[src/core/spa_pkg.sv]
package spa_pkg;

	// ****************************************************************
	// register map (byte offsets on classic wishbone, 32-bit data)
	// ****************************************************************
	localparam logic [7:0] ADDR_PRIO = 8'h00;
	localparam logic [7:0] ADDR_STATUS = 8'h04;
	localparam logic [7:0] ADDR_CTRL = 8'h08;

	// ****************************************************************
	// field positions and reset values
	// ****************************************************************
	localparam int PRIO_GRP_INT_POS = 9;
	localparam logic [9:0] PRIO_RESET = 10'h000;
	localparam int STAT_GNT_POS = 0;
	localparam int STAT_IGNT_POS = 9;
	localparam int STAT_EXT_POS = 10;
	localparam int STAT_PARK_POS = 11;
	localparam int STAT_OWNER_POS = 12;
	localparam int CTRL_FORCE_IDLE_POS = 0;
	localparam logic [0:0] CTRL_RESET = 1'h0;
	localparam int NUM_MASTERS = 9;

	// ****************************************************************
	// types
	// ****************************************************************
	typedef struct packed {
		logic [31:0] adr;
		logic [31:0] dat;
		logic [3:0] sel;
		logic we;
		logic cyc;
		logic stb;
	} spa_wb_req_t;

	typedef struct packed {
		logic [31:0] dat;
		logic ack;
	} spa_wb_rsp_t;

	typedef struct packed {
		logic frame_n;
		logic irdy_n;
	} spa_bus_t;

endpackage

[src/core/spa_arbiter.sv]
// Register access over Wishbone and the placing of the registers were chosen for this implementation.
`timescale 1ns/10ps
`default_nettype none

// Contract
// - nine request pins plus internal request
// - each request configurable high or low group
// - at most one grant asserted
// - two-level rotating priority selects winner
// - internal request and grant stay off the pins while the arbiter is enabled
// - strap low enables, high disables arbiter
// - request pin zero becomes grant input
// - grant pin zero becomes request output
// - park when granted, idle, not needed
// - parity driven one cycle after parking
module spa_arbiter (
	// clock and reset
	input wire logic clk_i,
	input wire logic rst_i,
	// wishbone slave
	input wire spa_pkg::spa_wb_req_t wb_req_i,
	output spa_pkg::spa_wb_rsp_t wb_rsp_o,
	// secondary arbitration pins
	input wire logic [8:0] req_pin_n_i,
	output logic [8:0] gnt_pin_n_o,
	output logic [8:0] gnt_pin_oe_n_o,
	input wire logic cfn_pin_n_i,
	// secondary bus state pins
	input wire spa_pkg::spa_bus_t bus_i,
	// bridge initiator side
	input wire logic own_req_i,
	output logic own_gnt_o,
	// parking drive enables
	output logic ad_park_o,
	output logic par_park_o
);

	localparam int N = spa_pkg::NUM_MASTERS;

	// ****************************************************************
	// pin synchronisers (three stages, second and third must agree)
	// ****************************************************************
	logic [N-1:0] req_s1_reg, req_s2_reg, req_s3_reg, req_reg;
	logic [1:0] fb_s1_reg, fb_s2_reg, fb_s3_reg, fb_reg;
	logic cfn_s1_reg, cfn_s2_reg, cfn_s3_reg;
	logic ext_mode_reg;
	logic strap_taken_reg;
	logic [1:0] fill_reg;
	logic strap_ready;
	logic [N-1:0] req_next;
	logic [1:0] fb_next;

	assign req_next = (req_s2_reg == req_s3_reg) ? ~req_s3_reg : req_reg;
	assign fb_next = (fb_s2_reg == fb_s3_reg) ? ~fb_s3_reg : fb_reg;

	always_ff @(posedge clk_i) begin
		if (rst_i) begin
			req_s1_reg <= {N{1'b1}};
			req_s2_reg <= {N{1'b1}};
			req_s3_reg <= {N{1'b1}};
			req_reg <= '0;
			fb_s1_reg <= 2'h3;
			fb_s2_reg <= 2'h3;
			fb_s3_reg <= 2'h3;
			fb_reg <= 2'h0;
			cfn_s1_reg <= 1'b0;
			cfn_s2_reg <= 1'b0;
			cfn_s3_reg <= 1'b0;
		end else begin
			req_s1_reg <= req_pin_n_i;
			req_s2_reg <= req_s1_reg;
			req_s3_reg <= req_s2_reg;
			req_reg <= req_next;
			fb_s1_reg <= {bus_i.frame_n, bus_i.irdy_n};
			fb_s2_reg <= fb_s1_reg;
			fb_s3_reg <= fb_s2_reg;
			fb_reg <= fb_next;
			cfn_s1_reg <= cfn_pin_n_i;
			cfn_s2_reg <= cfn_s1_reg;
			cfn_s3_reg <= cfn_s2_reg;
		end
	end

	// strap is a static level: latched once the chain holds real pin samples,
	// never the values that reset left in it
	assign strap_ready = (&fill_reg) && (cfn_s2_reg == cfn_s3_reg) && (req_s3_reg == req_s2_reg);

	always_ff @(posedge clk_i) begin
		if (rst_i) begin
			fill_reg <= 2'h0;
			strap_taken_reg <= 1'b0;
			ext_mode_reg <= 1'b0;
		end else begin
			fill_reg <= fill_reg + {1'b0, !(&fill_reg)};
			if (!strap_taken_reg && strap_ready) begin
				strap_taken_reg <= 1'b1;
				ext_mode_reg <= cfn_s3_reg;
			end
		end
	end

	// ****************************************************************
	// registers
	// ****************************************************************
	logic [N:0] prio_reg, prio_next;
	logic force_idle_reg, force_idle_next;
	logic ack_reg;
	logic [31:0] rdat_reg, rdat_next;
	logic wb_hit;
	logic wb_wr;
	logic [31:0] status_word;

	assign wb_hit = wb_req_i.cyc && wb_req_i.stb && !ack_reg;
	// write lands on the edge at which the master samples ack
	assign wb_wr = wb_req_i.cyc && wb_req_i.stb && ack_reg && wb_req_i.we && wb_req_i.sel[0];

	// ****************************************************************
	// bus idle and arbitration
	// ****************************************************************
	logic bus_idle;
	logic arb_on;
	logic [N-1:0] hi_req, lo_req, hi_pick, lo_pick;
	logic lo_slot_req;
	logic [N:0] top_req, top_pick;
	logic [N:0] gnt_reg, gnt_next;
	logic [N:0] winner;
	logic advance;
	logic busy_start;
	logic idle_prev_reg;
	logic int_req_hi;

	assign bus_idle = fb_reg == 2'h0;
	assign arb_on = strap_taken_reg && !ext_mode_reg && !force_idle_reg;
	// bit N is the bridge's own internal request
	assign int_req_hi = own_req_i && !prio_reg[spa_pkg::PRIO_GRP_INT_POS];
	assign hi_req = req_reg & ~prio_reg[N-1:0];
	assign lo_req = req_reg & prio_reg[N-1:0];
	assign lo_slot_req = (|lo_req) || (own_req_i && prio_reg[spa_pkg::PRIO_GRP_INT_POS]);
	// the low group takes slot 0 of the top rotation; internal rides slot per group
	assign top_req = {int_req_hi, hi_req[N-1:1], hi_req[0] | lo_slot_req};
	// rotate once the granted master has taken the bus; the grant then moves on
	// while it finishes, so the pin latency never hands it a second turn
	assign busy_start = idle_prev_reg && !bus_idle;
	assign advance = arb_on && busy_start;

	spa_rr_pick #(.N(N + 1)) u_top (
		.clk_i(clk_i),
		.rst_i(rst_i),
		.req_i(top_req),
		.advance_i(advance),
		.pick_o(top_pick),
		.any_o()
	);

	spa_rr_pick #(.N(N)) u_low (
		.clk_i(clk_i),
		.rst_i(rst_i),
		.req_i(lo_req),
		.advance_i(advance && top_pick[0] && !hi_req[0]),
		.pick_o(lo_pick),
		.any_o()
	);

	assign hi_pick = top_pick[N-1:0];
	// slot 0 goes to master 0 if high, else to the low group's winner
	assign winner = top_pick[0] ? (hi_req[0] ? {1'b0, {(N-1){1'b0}}, 1'b1} :
		((|lo_req) ? {1'b0, lo_pick} : {1'b1, {N{1'b0}}})) : top_pick;
	assign gnt_next = !arb_on ? '0 : winner;

	always_ff @(posedge clk_i) begin
		if (rst_i) begin
			gnt_reg <= '0;
			idle_prev_reg <= 1'b1;
		end else begin
			gnt_reg <= gnt_next;
			idle_prev_reg <= bus_idle;
		end
	end

	// ****************************************************************
	// external arbiter mode and parking
	// ****************************************************************
	logic ext_gnt;
	logic park_reg, park_next;
	logic par_reg;
	logic own_req_reg;

	assign ext_gnt = req_reg[0];
	assign park_next = ext_mode_reg && strap_taken_reg && ext_gnt && bus_idle && !own_req_i;

	always_ff @(posedge clk_i) begin
		if (rst_i) begin
			park_reg <= 1'b0;
			par_reg <= 1'b0;
			own_req_reg <= 1'b0;
		end else begin
			park_reg <= park_next;
			// parity trails the address drive by one cycle, on and off
			par_reg <= park_reg;
			own_req_reg <= own_req_i;
		end
	end

	// internal grant never leaves the block through a pin
	assign own_gnt_o = ext_mode_reg ? (ext_gnt && bus_idle) : gnt_reg[N];
	assign ad_park_o = park_reg;
	assign par_park_o = par_reg;

	// grant pins: pin 0 doubles as request output in external mode
	logic [N-1:0] gnt_pin_n;
	assign gnt_pin_n[N-1:1] = ext_mode_reg ? {(N-1){1'b1}} : ~gnt_reg[N-1:1];
	assign gnt_pin_n[0] = ext_mode_reg ? !own_req_reg : !gnt_reg[0];
	assign gnt_pin_n_o = gnt_pin_n;
	// unused grants float in external mode; pull-ups hold them high
	assign gnt_pin_oe_n_o = ext_mode_reg ? {{(N-1){1'b1}}, 1'b0} : {N{1'b0}};

	// ****************************************************************
	// wishbone slave
	// ****************************************************************
	assign status_word = {19'h0, ext_mode_reg, park_reg, ext_mode_reg, gnt_reg[N], gnt_reg[N-1:0]};
	assign prio_next = (wb_wr && wb_req_i.adr[7:0] == spa_pkg::ADDR_PRIO) ?
		{wb_req_i.dat[9:8] & {wb_req_i.sel[1], wb_req_i.sel[1]}, wb_req_i.dat[7:0]} |
		{prio_reg[N:N-1] & {!wb_req_i.sel[1], !wb_req_i.sel[1]}, 8'h00} : prio_reg;
	assign force_idle_next = (wb_wr && wb_req_i.adr[7:0] == spa_pkg::ADDR_CTRL) ?
		wb_req_i.dat[spa_pkg::CTRL_FORCE_IDLE_POS] : force_idle_reg;

	always_comb begin
		rdat_next = 32'h0000_0000;
		case (wb_req_i.adr[7:0])
			spa_pkg::ADDR_PRIO: begin
				rdat_next = {22'h0, prio_reg};
			end
			spa_pkg::ADDR_STATUS: begin
				rdat_next = status_word;
			end
			spa_pkg::ADDR_CTRL: begin
				rdat_next = {31'h0, force_idle_reg};
			end
			default: begin
				rdat_next = 32'h0000_0000;
			end
		endcase
	end

	always_ff @(posedge clk_i) begin
		if (rst_i) begin
			prio_reg <= spa_pkg::PRIO_RESET;
			force_idle_reg <= spa_pkg::CTRL_RESET;
			ack_reg <= 1'b0;
			rdat_reg <= 32'h0000_0000;
		end else begin
			prio_reg <= prio_next;
			force_idle_reg <= force_idle_next;
			ack_reg <= wb_hit;
			rdat_reg <= rdat_next;
		end
	end

	assign wb_rsp_o.ack = ack_reg;
	assign wb_rsp_o.dat = rdat_reg;

endmodule

`default_nettype wire

[src/core/spa_rr_pick.sv]
`timescale 1ns/10ps
`default_nettype none

// rotating picker: the bit just past last winner has top priority
module spa_rr_pick #(
	parameter int N = 9
) (
	// clock and reset
	input wire logic clk_i,
	input wire logic rst_i,
	// request side
	input wire logic [N-1:0] req_i,
	input wire logic advance_i,
	// result
	output logic [N-1:0] pick_o,
	output logic any_o
);

	logic [N-1:0] last_reg;
	logic [N-1:0] last_next;
	logic [2*N-1:0] dbl;
	logic [2*N-1:0] mask_hi;
	logic [2*N-1:0] sel_dbl;
	logic [N-1:0] pick;

	// ****************************************************************
	// rotation
	// ****************************************************************
	// lower-bit mask of the last winner, doubled so the wrap needs no loop
	assign dbl = {req_i, req_i} & ~mask_hi;
	assign mask_hi = {{N{1'b0}}, (last_reg - 1'b1) | last_reg};
	assign sel_dbl = dbl & (~dbl + 1'b1);
	assign pick = sel_dbl[N-1:0] | sel_dbl[2*N-1:N];
	assign pick_o = pick;
	assign any_o = |req_i;
	// most recent winner drops to lowest priority
	assign last_next = (advance_i && (|pick)) ? pick : last_reg;

	always_ff @(posedge clk_i) begin
		if (rst_i) begin
			last_reg <= {1'b1, {(N-1){1'b0}}};
		end else begin
			last_reg <= last_next;
		end
	end

endmodule

`default_nettype wire

[config.mk]
export PLATFORM = sky130hd
export DESIGN_NAME = spa_arbiter
export DESIGN_NICKNAME = d
export VERILOG_FILES = /design/src/core/spa_pkg.sv /design/src/core/spa_arbiter.sv /design/src/core/spa_rr_pick.sv
export SDC_FILE = /design/constraint.sdc
export NUM_CORES = 1
export LEC_CHECK = 0
export ABC_AREA = 1
export BUFFER_PORTS_ARGS = -buffer_cell sky130_fd_sc_hd__buf_2
export CORE_AREA = 2 2 133 135
export DETAILED_ROUTE_END_ITERATION = 8
export DIE_AREA = 0 0 135 137
export PLACE_DENSITY_LB_ADDON = 0.25
export REMOVE_ABC_BUFFERS = 1
export SETUP_SLACK_MARGIN = 0.5
export SYNTH_ARGS = -nofsm -noshare
export SYNTH_HDL_FRONTEND = slang
export SYNTH_SLANG_ARGS = --single-unit
export TNS_END_PERCENT = 5
[constraint.sdc]
create_clock -name clk_i -period 2.6 [get_ports clk_i]
set_clock_uncertainty 0.1 [all_clocks]
set_input_delay 0.52 -clock clk_i [delete_from_list [all_inputs] [get_ports clk_i]]
set_output_delay 0.52 -clock clk_i [all_outputs]
set_load 0.01 [all_outputs]
==> metrics.txt, run 1 <==
outcome=finished clean; Post-Synth XOR/XNOR Area=~1.4%; period utilization=between 80% and 90%; Final Hold Slack=0.2410 ns; initial DRC count=between 200 and 250; ranking of synthesized cells by area=dfxtp_1 (43%), nand2_1 (9.4%), inv_1 (6.2%), buf_4 (4.7%), nor2_1 (4.7%); num rows=48; Inserted Diodes=0; FF-to-FF path depth=19; fmax=about 440 MHz; Die H=approximately 140 um; fraction of layout cells with a size suffix above 1=32.11%; Final Core Density=between 30% and 40%; Setup TNS Final=0 ns; pwr/cell area=approximately 600 mW/mm^2; non-filler cells in the finished layout=just under 1k; Core ar.=around 0.017 sq mm; relative slew slack=62.00%; final setup vio count=0; DRT Pass-1 Iters=4; vias per std cell=between 4 and 5; WL final=approximately 13000 um; global-route wire length before repair=between 20000 and 25000 um; multiplexer area fraction after synthesis=less than 1%; number of max-cap violations=0; CP endpoint=u_top.last_reg[0]; clk buf depth=2; Final #Nets=roughly 850; HPWL after DPL=between 9000 and 10000 um; most frequent cells in the layout=nand2_1 (117), dfxtp_1 (95), inv_1 (80); Root Driver=clkbuf_16; DR WL/cell=between 10 and 15 um; Synth Area in Simple Gates=between 30 and 40%; Synth area leader=dfxtp_1; HP Class=in2reg; post-route ant nets=0; DIE WIDTH=135 um; Netlist cell types=40; commonest non-fill, non-tap cell in the layout=nand2_1; I/O Pins=140; Final Critical Period=~2.3 ns; mapped cell area=approximately 0.0050 sq mm; Slew Limit Fails=0; Syn. warnings=0; RSZ-0062 raised after global routing=yes; Tot Pwr=approximately 3.7 mW; Tightest Pin Transition=0.5648 ns; worst r2r src=prio_reg[3]; CP Launch Type=register; setup slack after layout=between 0.3 and 0.4 ns; post-synthesis sequential area ratio=approximately 43%; # DRC=0; post-route cell area=about 0.0062 sq mm; number of vias in the routed layout=4311; Yosys reg bits=108; CTS tree=built; synthesis-to-finish area growth=23.56%; max reg flops=12; synthesized-area fraction occupied by ao, oa, aoi and oai cells=10.49%; H-tree Lvls=3; dpl cells=slightly below 1k; r2r endpoint=u_top.last_reg[0]; Final GP Congestion=between 0.8 and 0.9; Synth Instances=between 600 and 700; critical path endpoint category=register; CTS sink cnt=about 110; pin count of the biggest net entering global routing=33; pre-CTS WS=about 0.1 ns; leakage power=2.897 nW; worst-skew pair later-pin latency=between 0.3 and 0.4 ns; final hold vios=0; IO buf count=71; main combinational cell family by area after synthesis=simple AND/OR/NAND/NOR gates; Worst EP required=2.75 ns; Synth top area share=a little over two fifths; grt total ovfl=0; DP Area=about 0.0056 sq mm; Worst setup startpoint=prio_reg[3]; area share of fa/ha/maj cells after synthesis=0%; vias in the first global route=slightly above 4k; crit path DAT=roughly 2.4 ns; starting density of the core=just under 30%; kind of critical path=reg2reg; initial antenna violation count=0; GRT Util Overall=~14%; Avg Synthesized Cell Area=7.403 sq um; clock buffer count from CTS=9; CP max FO=11; Clock transition at path regs=0.08 ns; Reg2Reg Setup Slack=about 0.31 ns; DIE AREA=0.01850 sq mm; peak supply drop=0.0003141 V
==> power by group <==
group	total (mW)	switching, mW	internal [mW]
clock network	1.41	0.630	0.784
logic	0.533	0.353	0.180
registers	1.73	0.0308	1.70
total	3.68	1.01	2.66
==> cell families after synthesis <==
family	Yosys count
multiplexers	1
buffers and inverters	141
flip-flops	108
AO/OA/AOI/OAI	94
XOR/XNOR	8
AND/OR/NAND/NOR	322
other	1
==> how the worst min path moves through the flow <==
| stage | endpoint | slack (ns) | cells past startpoint | start |
|---|---|---|---|---|
| after global routing | req_s1_reg[8] | 0.23 | 2 | req_pin_n_i[8] |
| after CTS | req_s1_reg[4] | 0.23 | 2 | req_pin_n_i[4] |
| final | fb_s1_reg[1] | 0.24 | 2 | bus_i[1] |
| after floorplan | cfn_s2_reg | 0.29 | 2 | cfn_s1_reg |
| after global placement | fb_s2_reg[0] | 0.29 | 1 | fb_s1_reg[0] |
| after detailed placement | req_s2_reg[2] | 0.29 | 1 | req_s1_reg[2] |
==> cells in the mapped netlist (all sizes together) <==
library cell	count
nand2	136
dfxtp	108
inv	90
nor2	74
a21oi	51
nand3	48
buf	35
o21ai	33
or2	31
clkbuf	13
nand4	13
nor3	11
nor4	7
xnor2	4
xor2	4
clkinv	3
o22ai	3
o31ai	3
a2111oi	1
a211oi	1
and3	1
conb	1
mux2i	1
o211ai	1
o221ai	1
or4	1
==> routing by layer <==
layer	wire length, um	part of all wire [%]	global-route usage, %
met1	6225	48	19.11
met2	5951	46	23.60
met3	446	3.5	2.963
met4	212	1.7	4.919
met5	0	0	0
==> worst max-delay path: stages, from the launching register on <==
cell and delay, ns:
dfxtp_4 0.36, inv_2 0.07, nand2_4 0.06, nor2_2 0.14
nand2_2 0.09, nand3_4 0.11, nor2_4 0.04, nand2_2 0.09
nor2_4 0.05, buf_12 0.13, inv_2 0.09, nor2_2 0.05
nor2_2 0.09, nand2_1 0.08, nor2_4 0.27, nand2_4 0.13
nand2_4 0.09, nand2_1 0.05, nand2_1 0.05, nor2_1 0.03
==> timing repair <==
item / in CTS / in global routing
endpoints found under the setup margin: 31 / 37
gates cloned: 3 / 0
resized for setup: 44 / 29
pin swaps: 18 / 11
hold buffers: 0 / 0
setup buffers: 7 / 1
endpoints found under the hold margin: 0 / 0
==> layout make-up <==
type                       count  area [sq um]
multi-input combinational    448          2442
tap                          225         281.5
clock inverter                 5         67.56
fill                        1850         10880
sequential                   108          2188
timing repair buffer         102         604.3
inverter                      93         351.6
clock buffer                  10         239.0
No activity file was read; power rests on OpenSTA's default activity.
==> inputs of run 2 (changes only) <==
Settings changed: CORE_AREA 2 2 133 135 to 2 2 119 150, DIE_AREA 0 0 135 137 to 0 0 121 152.
==> run 2 against run 1 <==
Register-to-register slack better by 0.03 ns. Final area down 0.18%. Setup slack improved by 0.033 ns. Critical path type unchanged. Largest cell class unchanged.
==> metrics.txt, run 2 (synthesized netlist as in run 1, its figures left out) <==
H-tree Lvls=3 (unchanged); synthesis-to-finish area growth=23.33%; CTS sink cnt=108 (unchanged); pre-CTS WS=0.06498 ns (-0.03281 ns); num rows=54 (+13%); relative slew slack=63.64% (+1.6 points); Slew Limit Fails=0 (unchanged); Root Driver=clkbuf_16; initial antenna violation count=0 (unchanged); Worst EP required=2.75 ns (about the same); leakage power=2.877 nW (-0.68%); final hold vios=0 (unchanged); max reg flops=12 (unchanged); GR Util met1=18.25% (-0.86 points); CTS tree=built; Layout fillers=1837 (-0.70%); CP Launch Type=register; most frequent cells in the layout=nand2_1 (115), dfxtp_1 (89), inv_1 (79); outcome=finished clean; pin count of the biggest net entering global routing=39 (+18%); kind of critical path=reg2reg; critical path endpoint category=register; Setup TNS Final=0 ns (unchanged); grt total ovfl=0 (unchanged); grt met2 use=24.40% (+0.79 points); Tightest Pin Transition=0.5454 ns (-0.01938 ns); setup slack after layout=0.3475 ns (+0.03278 ns); peak supply drop=0.0003390 V (+7.9%); Clock transition at path regs=0.07 ns (about the same); FF/Latch Area=0.002198 sq mm (+0.46%); number of vias in the routed layout=4383 (+1.7%); busiest metal layer after global routing=met2; worst-skew pair later-pin latency=0.35 ns (about the same); final setup vio count=0 (unchanged); Die H=152 um (+11%); pwr/cell area=580.0 mW/mm^2 (-2.6%); DIE WIDTH=121 um (-10%); IO buf count=71 (unchanged); HP Start=req_pin_n_i[0]; WL final=13020 um (+1.4%); Final #Nets=847 (-0.12%); HP Class=in2reg; CP max FO=11 (unchanged); worst r2r src=u_top.last_reg[1]; GRT met3 Usage=2.365% (-0.60 points); DIE AREA=0.01839 sq mm (-0.56%); RSZ-0062 raised after global routing=yes; fraction of layout cells with a size suffix above 1=33.16% (+1.0 points); number of max-cap violations=0 (unchanged); Worst setup startpoint=u_top.last_reg[1]; Final GP Congestion=0.9278 (+4.1%); Inserted Diodes=0 (unchanged); HPWL after DPL=9692 um (-0.57%); Final Critical Period=2.253 ns (-0.03278 ns); clk buf depth=2 (unchanged); DRT Pass-1 Iters=4 (unchanged); vias per std cell=4.427 (+1.8%); fmax=443.9 MHz (+1.5%); DR WL/cell=13.15 um (+1.5%); post-route ant nets=0 (unchanged); period utilization=86.64% (-1.3 points); I/O Pins=140 (unchanged); Core ar.=0.01709 sq mm (+0.22%); commonest non-fill, non-tap cell in the layout=nand2_1; vias in the first global route=4164 (+2.1%); # DRC=0 (unchanged); crit path DAT=2.40 ns (-0.04 ns); area occupied by multi-input gates=0.002449 sq mm (+0.26%); GRT Util Overall=14.70% (+0.22 points); global-route wire length before repair=21050 um (+2.1%); starting density of the core=29.23% (-0.064 points); clock buffer count from CTS=9 (unchanged); initial DRC count=187 (-14%); # hold bufs at CTS=0 (unchanged)
run 2: changes by cell type in the layout (fill, tap and decap cells not counted), sizes merged:
cell      delta
clkinv       +5
inv          -4
buf          -1
bufinv       -1
clkinvlp     +1
run 2: final timing paths:
kind                        to  slack [ns]  depth (start not counted)
max          u_low.last_reg[5]        0.35                         14
max reg2reg  u_low.last_reg[5]        0.35                         14
min reg2reg         cfn_s2_reg        0.30                          2
min              req_s1_reg[0]        0.24                          2
run 2: power breakdown:
group          total (mW)  internal [mW]  switching (mW)
clock network        1.32          0.684           0.635
logic               0.526          0.181           0.345
registers            1.73           1.70          0.0317
total                3.57           2.56            1.01
run 2: what timing repair did:
item | 4_1_cts | 5_1_grt
pin swaps | 27 | 1
setup buffers | 11 | 0
setup endpoints to repair | 29 | 37
gates resized for setup | 75 | 2
cloned | 3 | 0
run 2: layer usage:
metal  share of wire, %  vias to the layer above
li1                   -                     2271
met1                 45                     1981
met2                 48                      100
met3                3.3                       31
met4                3.4                        0
met5                  0                        -
run 2: layout make-up:
type | instances | share of cell area [%]
Timing Repair Buffer | 101 | 9.622
Clock inverter | 6 | 0.8323
Tap cell | 224 | 4.547
Multi-Input combinational cell | 448 | 39.73
Clock buffer | 10 | 3.877
Inverter | 93 | 5.725
Sequential cell | 108 | 35.67
run 2: worst max-delay path, cell delays in order (launching register included):
cell,delay [ns]
dfxtp_4,0.36
nor2_4,0.18
nand2_4,0.09
nand2_2,0.09
nand3_4,0.09
nor2_4,0.13
nand2_2,0.08
nor2_4,0.13
buf_12,0.14
inv_2,0.06
nor4_4,0.20
nand2_2,0.10
buf_4,0.18
o21ai_0,0.16
a21oi_1,0.05
run 2: through the flow:
stage          instance area [sq um]  total power [mW]  hold WS [ns]  utilization (%)  std cells
2_1_floorplan                   4746             2.035        0.2883                -        646
3_3_place_gp                    5530             2.190        0.2908            32.35        960
3_5_place_dp                    5530             2.192        0.2923            32.35        960
4_1_cts                         6157             3.624        0.2297            36.02        990
5_1_grt                         6163             3.757        0.2348            36.06        990
6_report                        6163             3.575        0.2419            36.06        990
==> inputs of run 3 (changes only) <==
Settings changed: CORE_AREA 2 2 119 150 to 2 2 122 153, DIE_AREA 0 0 121 152 to 0 0 124 155, SYNTH_HIERARCHICAL set to 1.
==> run 3 against run 2 <==
Sequential share of layout area decreased by 1.7 points. Global-route usage is 0.19 points lower. Core utilization fell by 0.22 points. Combinational power fell by 28%. Power down 3.9%. Register-to-register slack about the same. Critical path depth rose by 3. Via count up 8.0%. Critical endpoint is now u_low/last_reg[3]. Die area is 4.5% higher. Synthesized area increased by 4.6%. Non-clock buffer count up 15.
==> metrics.txt, run 3 <==
Final Critical Period=2.265 ns (+0.01297 ns); Syn. warnings=6 (+6); commonest non-fill, non-tap cell in the layout=nand2_1; hold path depth=2 (unchanged); global-route wire length before repair=21490 um (+2.1%); synthesis-to-finish area growth=22.64%; HPWL after DPL=10400 um (+7.3%); Clk pwr share=38.7% (+1.8 points); vias in the first global route=4408 (+5.9%); DR WL/cell=12.22 um (-7.1%); leakage power=3.194 nW (+11%); clock buffer count from CTS=9 (unchanged); EDFF count, synth=0 (unchanged); RSZ-0062 raised after global routing=yes; worst r2r src=u_top/last_reg[0]; peak supply drop=0.0003690 V (+8.8%); post-route cell area=0.006411 sq mm (+4.0%); Clock transition at path regs=0.07 ns (about the same); initial antenna violation count=0 (unchanged); # DRC=0 (unchanged); # hold bufs at CTS=0 (unchanged); Tightest Pin Transition=0.4985 ns (-0.04693 ns); Sw Ratio=26.79% (-1.5 points); GRT Util Overall=14.51% (-0.19 points); area occupied by multi-input gates=0.002547 sq mm (+4.0%); vias per std cell=4.330 (-2.2%); HP Class=in2reg; pwr/cell area=536.1 mW/mm^2 (-7.6%); most frequent cells in the layout=nand2_1 (172), dfxtp_1 (98), nor2_1 (97); DP Area=0.005871 sq mm (+6.2%); Yosys reg bits=108 (unchanged); CP max FO=6 (-5); Netlist cell types=34 (-15%); number of vias in the routed layout=4733 (+8.0%); num rows=55 (+1.9%); Async SR Flop Fraction=0% (unchanged); post-route ant nets=0 (unchanged); outcome=finished clean; Synth area leader=dfxtp_1; pin count of the biggest net entering global routing=41 (+5.1%); mapped cell area=0.005228 sq mm (+4.6%); Die H=155 um (+2.0%); Worst EP required=2.80 ns (+0.05 ns); CTS sink cnt=108 (unchanged); CTS tree=built; Root Driver=clkbuf_16; starting density of the core=29.22% (about the same); IO buf count=71 (unchanged); fraction of layout cells with a size suffix above 1=27.75% (-5.4 points); Worst setup startpoint=u_top/last_reg[0]; WL final=13350 um (+2.6%); Synth Instances=760 (+13%); DIE AREA=0.01922 sq mm (+4.5%); Worst Hold End=req_s1_reg[8]; kind of critical path=reg2reg; HP Start=req_pin_n_i[8]; Comb pwr share=11.0% (-3.7 points); DIE WIDTH=124 um (+2.5%); Core ar.=0.01789 sq mm (+4.7%); number of max-cap violations=0 (unchanged); Slew Limit Fails=0 (unchanged); final hold vios=0 (unchanged); Commonest cells post-synth=nand2_1 (177), dfxtp_1 (108), nor2_1 (106), inv_1 (98), nand3_1 (58); r2r endpoint=u_low/last_reg[3]; sequential power share=50.3% (+1.9 points); worst-skew pair later-pin latency=0.36 ns (about the same); Layout fillers=1983 (+7.9%); clk buf depth=2 (unchanged); crit path DAT=2.47 ns (+0.07 ns); grt total ovfl=0 (unchanged); DRT Pass-1 Iters=4 (unchanged); period utilization=87.13% (+0.50 points); prevailing post-synth register cell=dfxtp_1; Sw Pwr=920.7 uW (-9.0%); initial DRC count=153 (-18%); leading cell type by number of instances after synthesis=nand2_1; Avg Synthesized Cell Area=6.878 sq um (-7.1%); CP Launch Type=register; critical path endpoint category=register; post-synthesis sequential area ratio=41.36% (-1.9 points); relative slew slack=66.56% (+2.9 points); final setup vio count=0 (unchanged); Inserted Diodes=0 (unchanged); I/O Pins=140 (unchanged); fmax=441.4 MHz (-0.57%); H-tree Lvls=3 (unchanged); Final GP Congestion=0.8938 (-3.7%); Int Power=2.516 mW (-1.8%); Synth top area share=41.36% (-1.9 points); max reg flops=12 (unchanged); FF/Latch Area=0.002177 sq mm (-0.97%); FF-to-FF path depth=17 (+3); Reg2Reg Setup Slack=0.33 ns (about the same); Final #Nets=946 (+12%); Setup TNS Final=0 ns (unchanged); ranking of synthesized cells by area=dfxtp_1 (41%), nand2_1 (13%), nor2_1 (7.6%), inv_1 (7.0%), nand3_1 (5.6%)
## run 3: cells by family (layout without fill, tap and decap cells)
family | after synthesis | count (layout) | share of synthesized area (%)
AO/OA/AOI/OAI | 66 | 66 | 6.582
XOR/XNOR | 6 | 6 | 1.005
buffers and inverters | 150 | 236 | 13.43
flip-flops | 108 | 108 | 41.36
multiplexers | 1 | 1 | 0.1915
other | 1 | 20 | 0.07174
AND/OR/NAND/NOR | 428 | 428 | 37.36
## run 3: power groups by stage
| stage | clock [mW] | sequential [mW] | combinational (mW) |
|---|---|---|---|
| 3_3_place_gp | 0 | 1.77 | 0.356 |
| 3_5_place_dp | 0 | 1.77 | 0.358 |
| 2_1_floorplan | 0 | 1.76 | 0.218 |
| 5_1_grt | 1.46 | 1.74 | 0.427 |
| 6_report | 1.33 | 1.73 | 0.379 |
| 4_1_cts | 1.38 | 1.73 | 0.377 |
## run 3: repair_timing
| item | CTS | global route |
|---|---|---|
| setup buffers | 13 | 1 |
| cloned | 0 | 1 |
| pin swaps | 16 | 12 |
| endpoints found under the setup margin | 29 | 33 |
| resized for setup | 41 | 11 |
## run 3: how the worst max path moves through the flow
stage / endpoint / depth (start not counted)
3_5_place_dp: u_low/last_reg[3] / 17
6_report: u_low/last_reg[3] / 17
3_3_place_gp: gnt_reg[5] / 15
2_1_floorplan: u_low/last_reg[5] / 17
4_1_cts: u_low/last_reg[3] / 17
5_1_grt: u_low/last_reg[4] / 17
## run 3: stage by stage
step	setup WS [ns]	instances	hold WS, ns	util (%)	total power, mW
finish	0.3345	1093	0.2406	35.83	3.437
CTS	0.3361	1091	0.2222	35.57	3.492
floorplan	0.2947	732	0.2883	-	1.978
global route	0.1484	1093	0.2265	35.83	3.622
global placement	0.1840	1062	0.2908	32.81	2.123
detailed placement	0.1609	1062	0.2928	32.81	2.127
## run 3: critical path, stage by stage, from the launching register on
cell	delay, ns
dfxtp_4	0.35
nor2_4	0.21
nand2_4	0.10
nor2_4	0.12
nor2_1	0.08
nor2_2	0.14
nand2_2	0.09
nor2_4	0.10
nand2_2	0.06
inv_2	0.06
inv_2	0.04
nor3_2	0.13
buf_4	0.16
nand2_4	0.08
buf_6	0.14
a21oi_2	0.12
o21ai_2	0.06
inv_1	0.04
## run 3: routing by layer
metal | vias to the layer above | GRT usage [%] | wire length [um]
met5 | - | 0 | 0
met4 | 0 | 6.635 | 364
li1 | 2520 | - | -
met1 | 2113 | 16.70 | 5618
met3 | 22 | 2.713 | 347
met2 | 78 | 25.64 | 7020
## run 3: cell type report
| cell class | count | share of cell area [%] |
|---|---|---|
| multi-input combinational | 521 | 39.73 |
| sequential | 108 | 33.96 |
| timing repair buffer | 116 | 11.12 |
| inverter | 103 | 6.128 |
| tap | 228 | 4.450 |
| clock buffer | 10 | 3.571 |
| clock inverter | 6 | 0.9563 |
| timing repair inverter | 1 | 0.07806 |
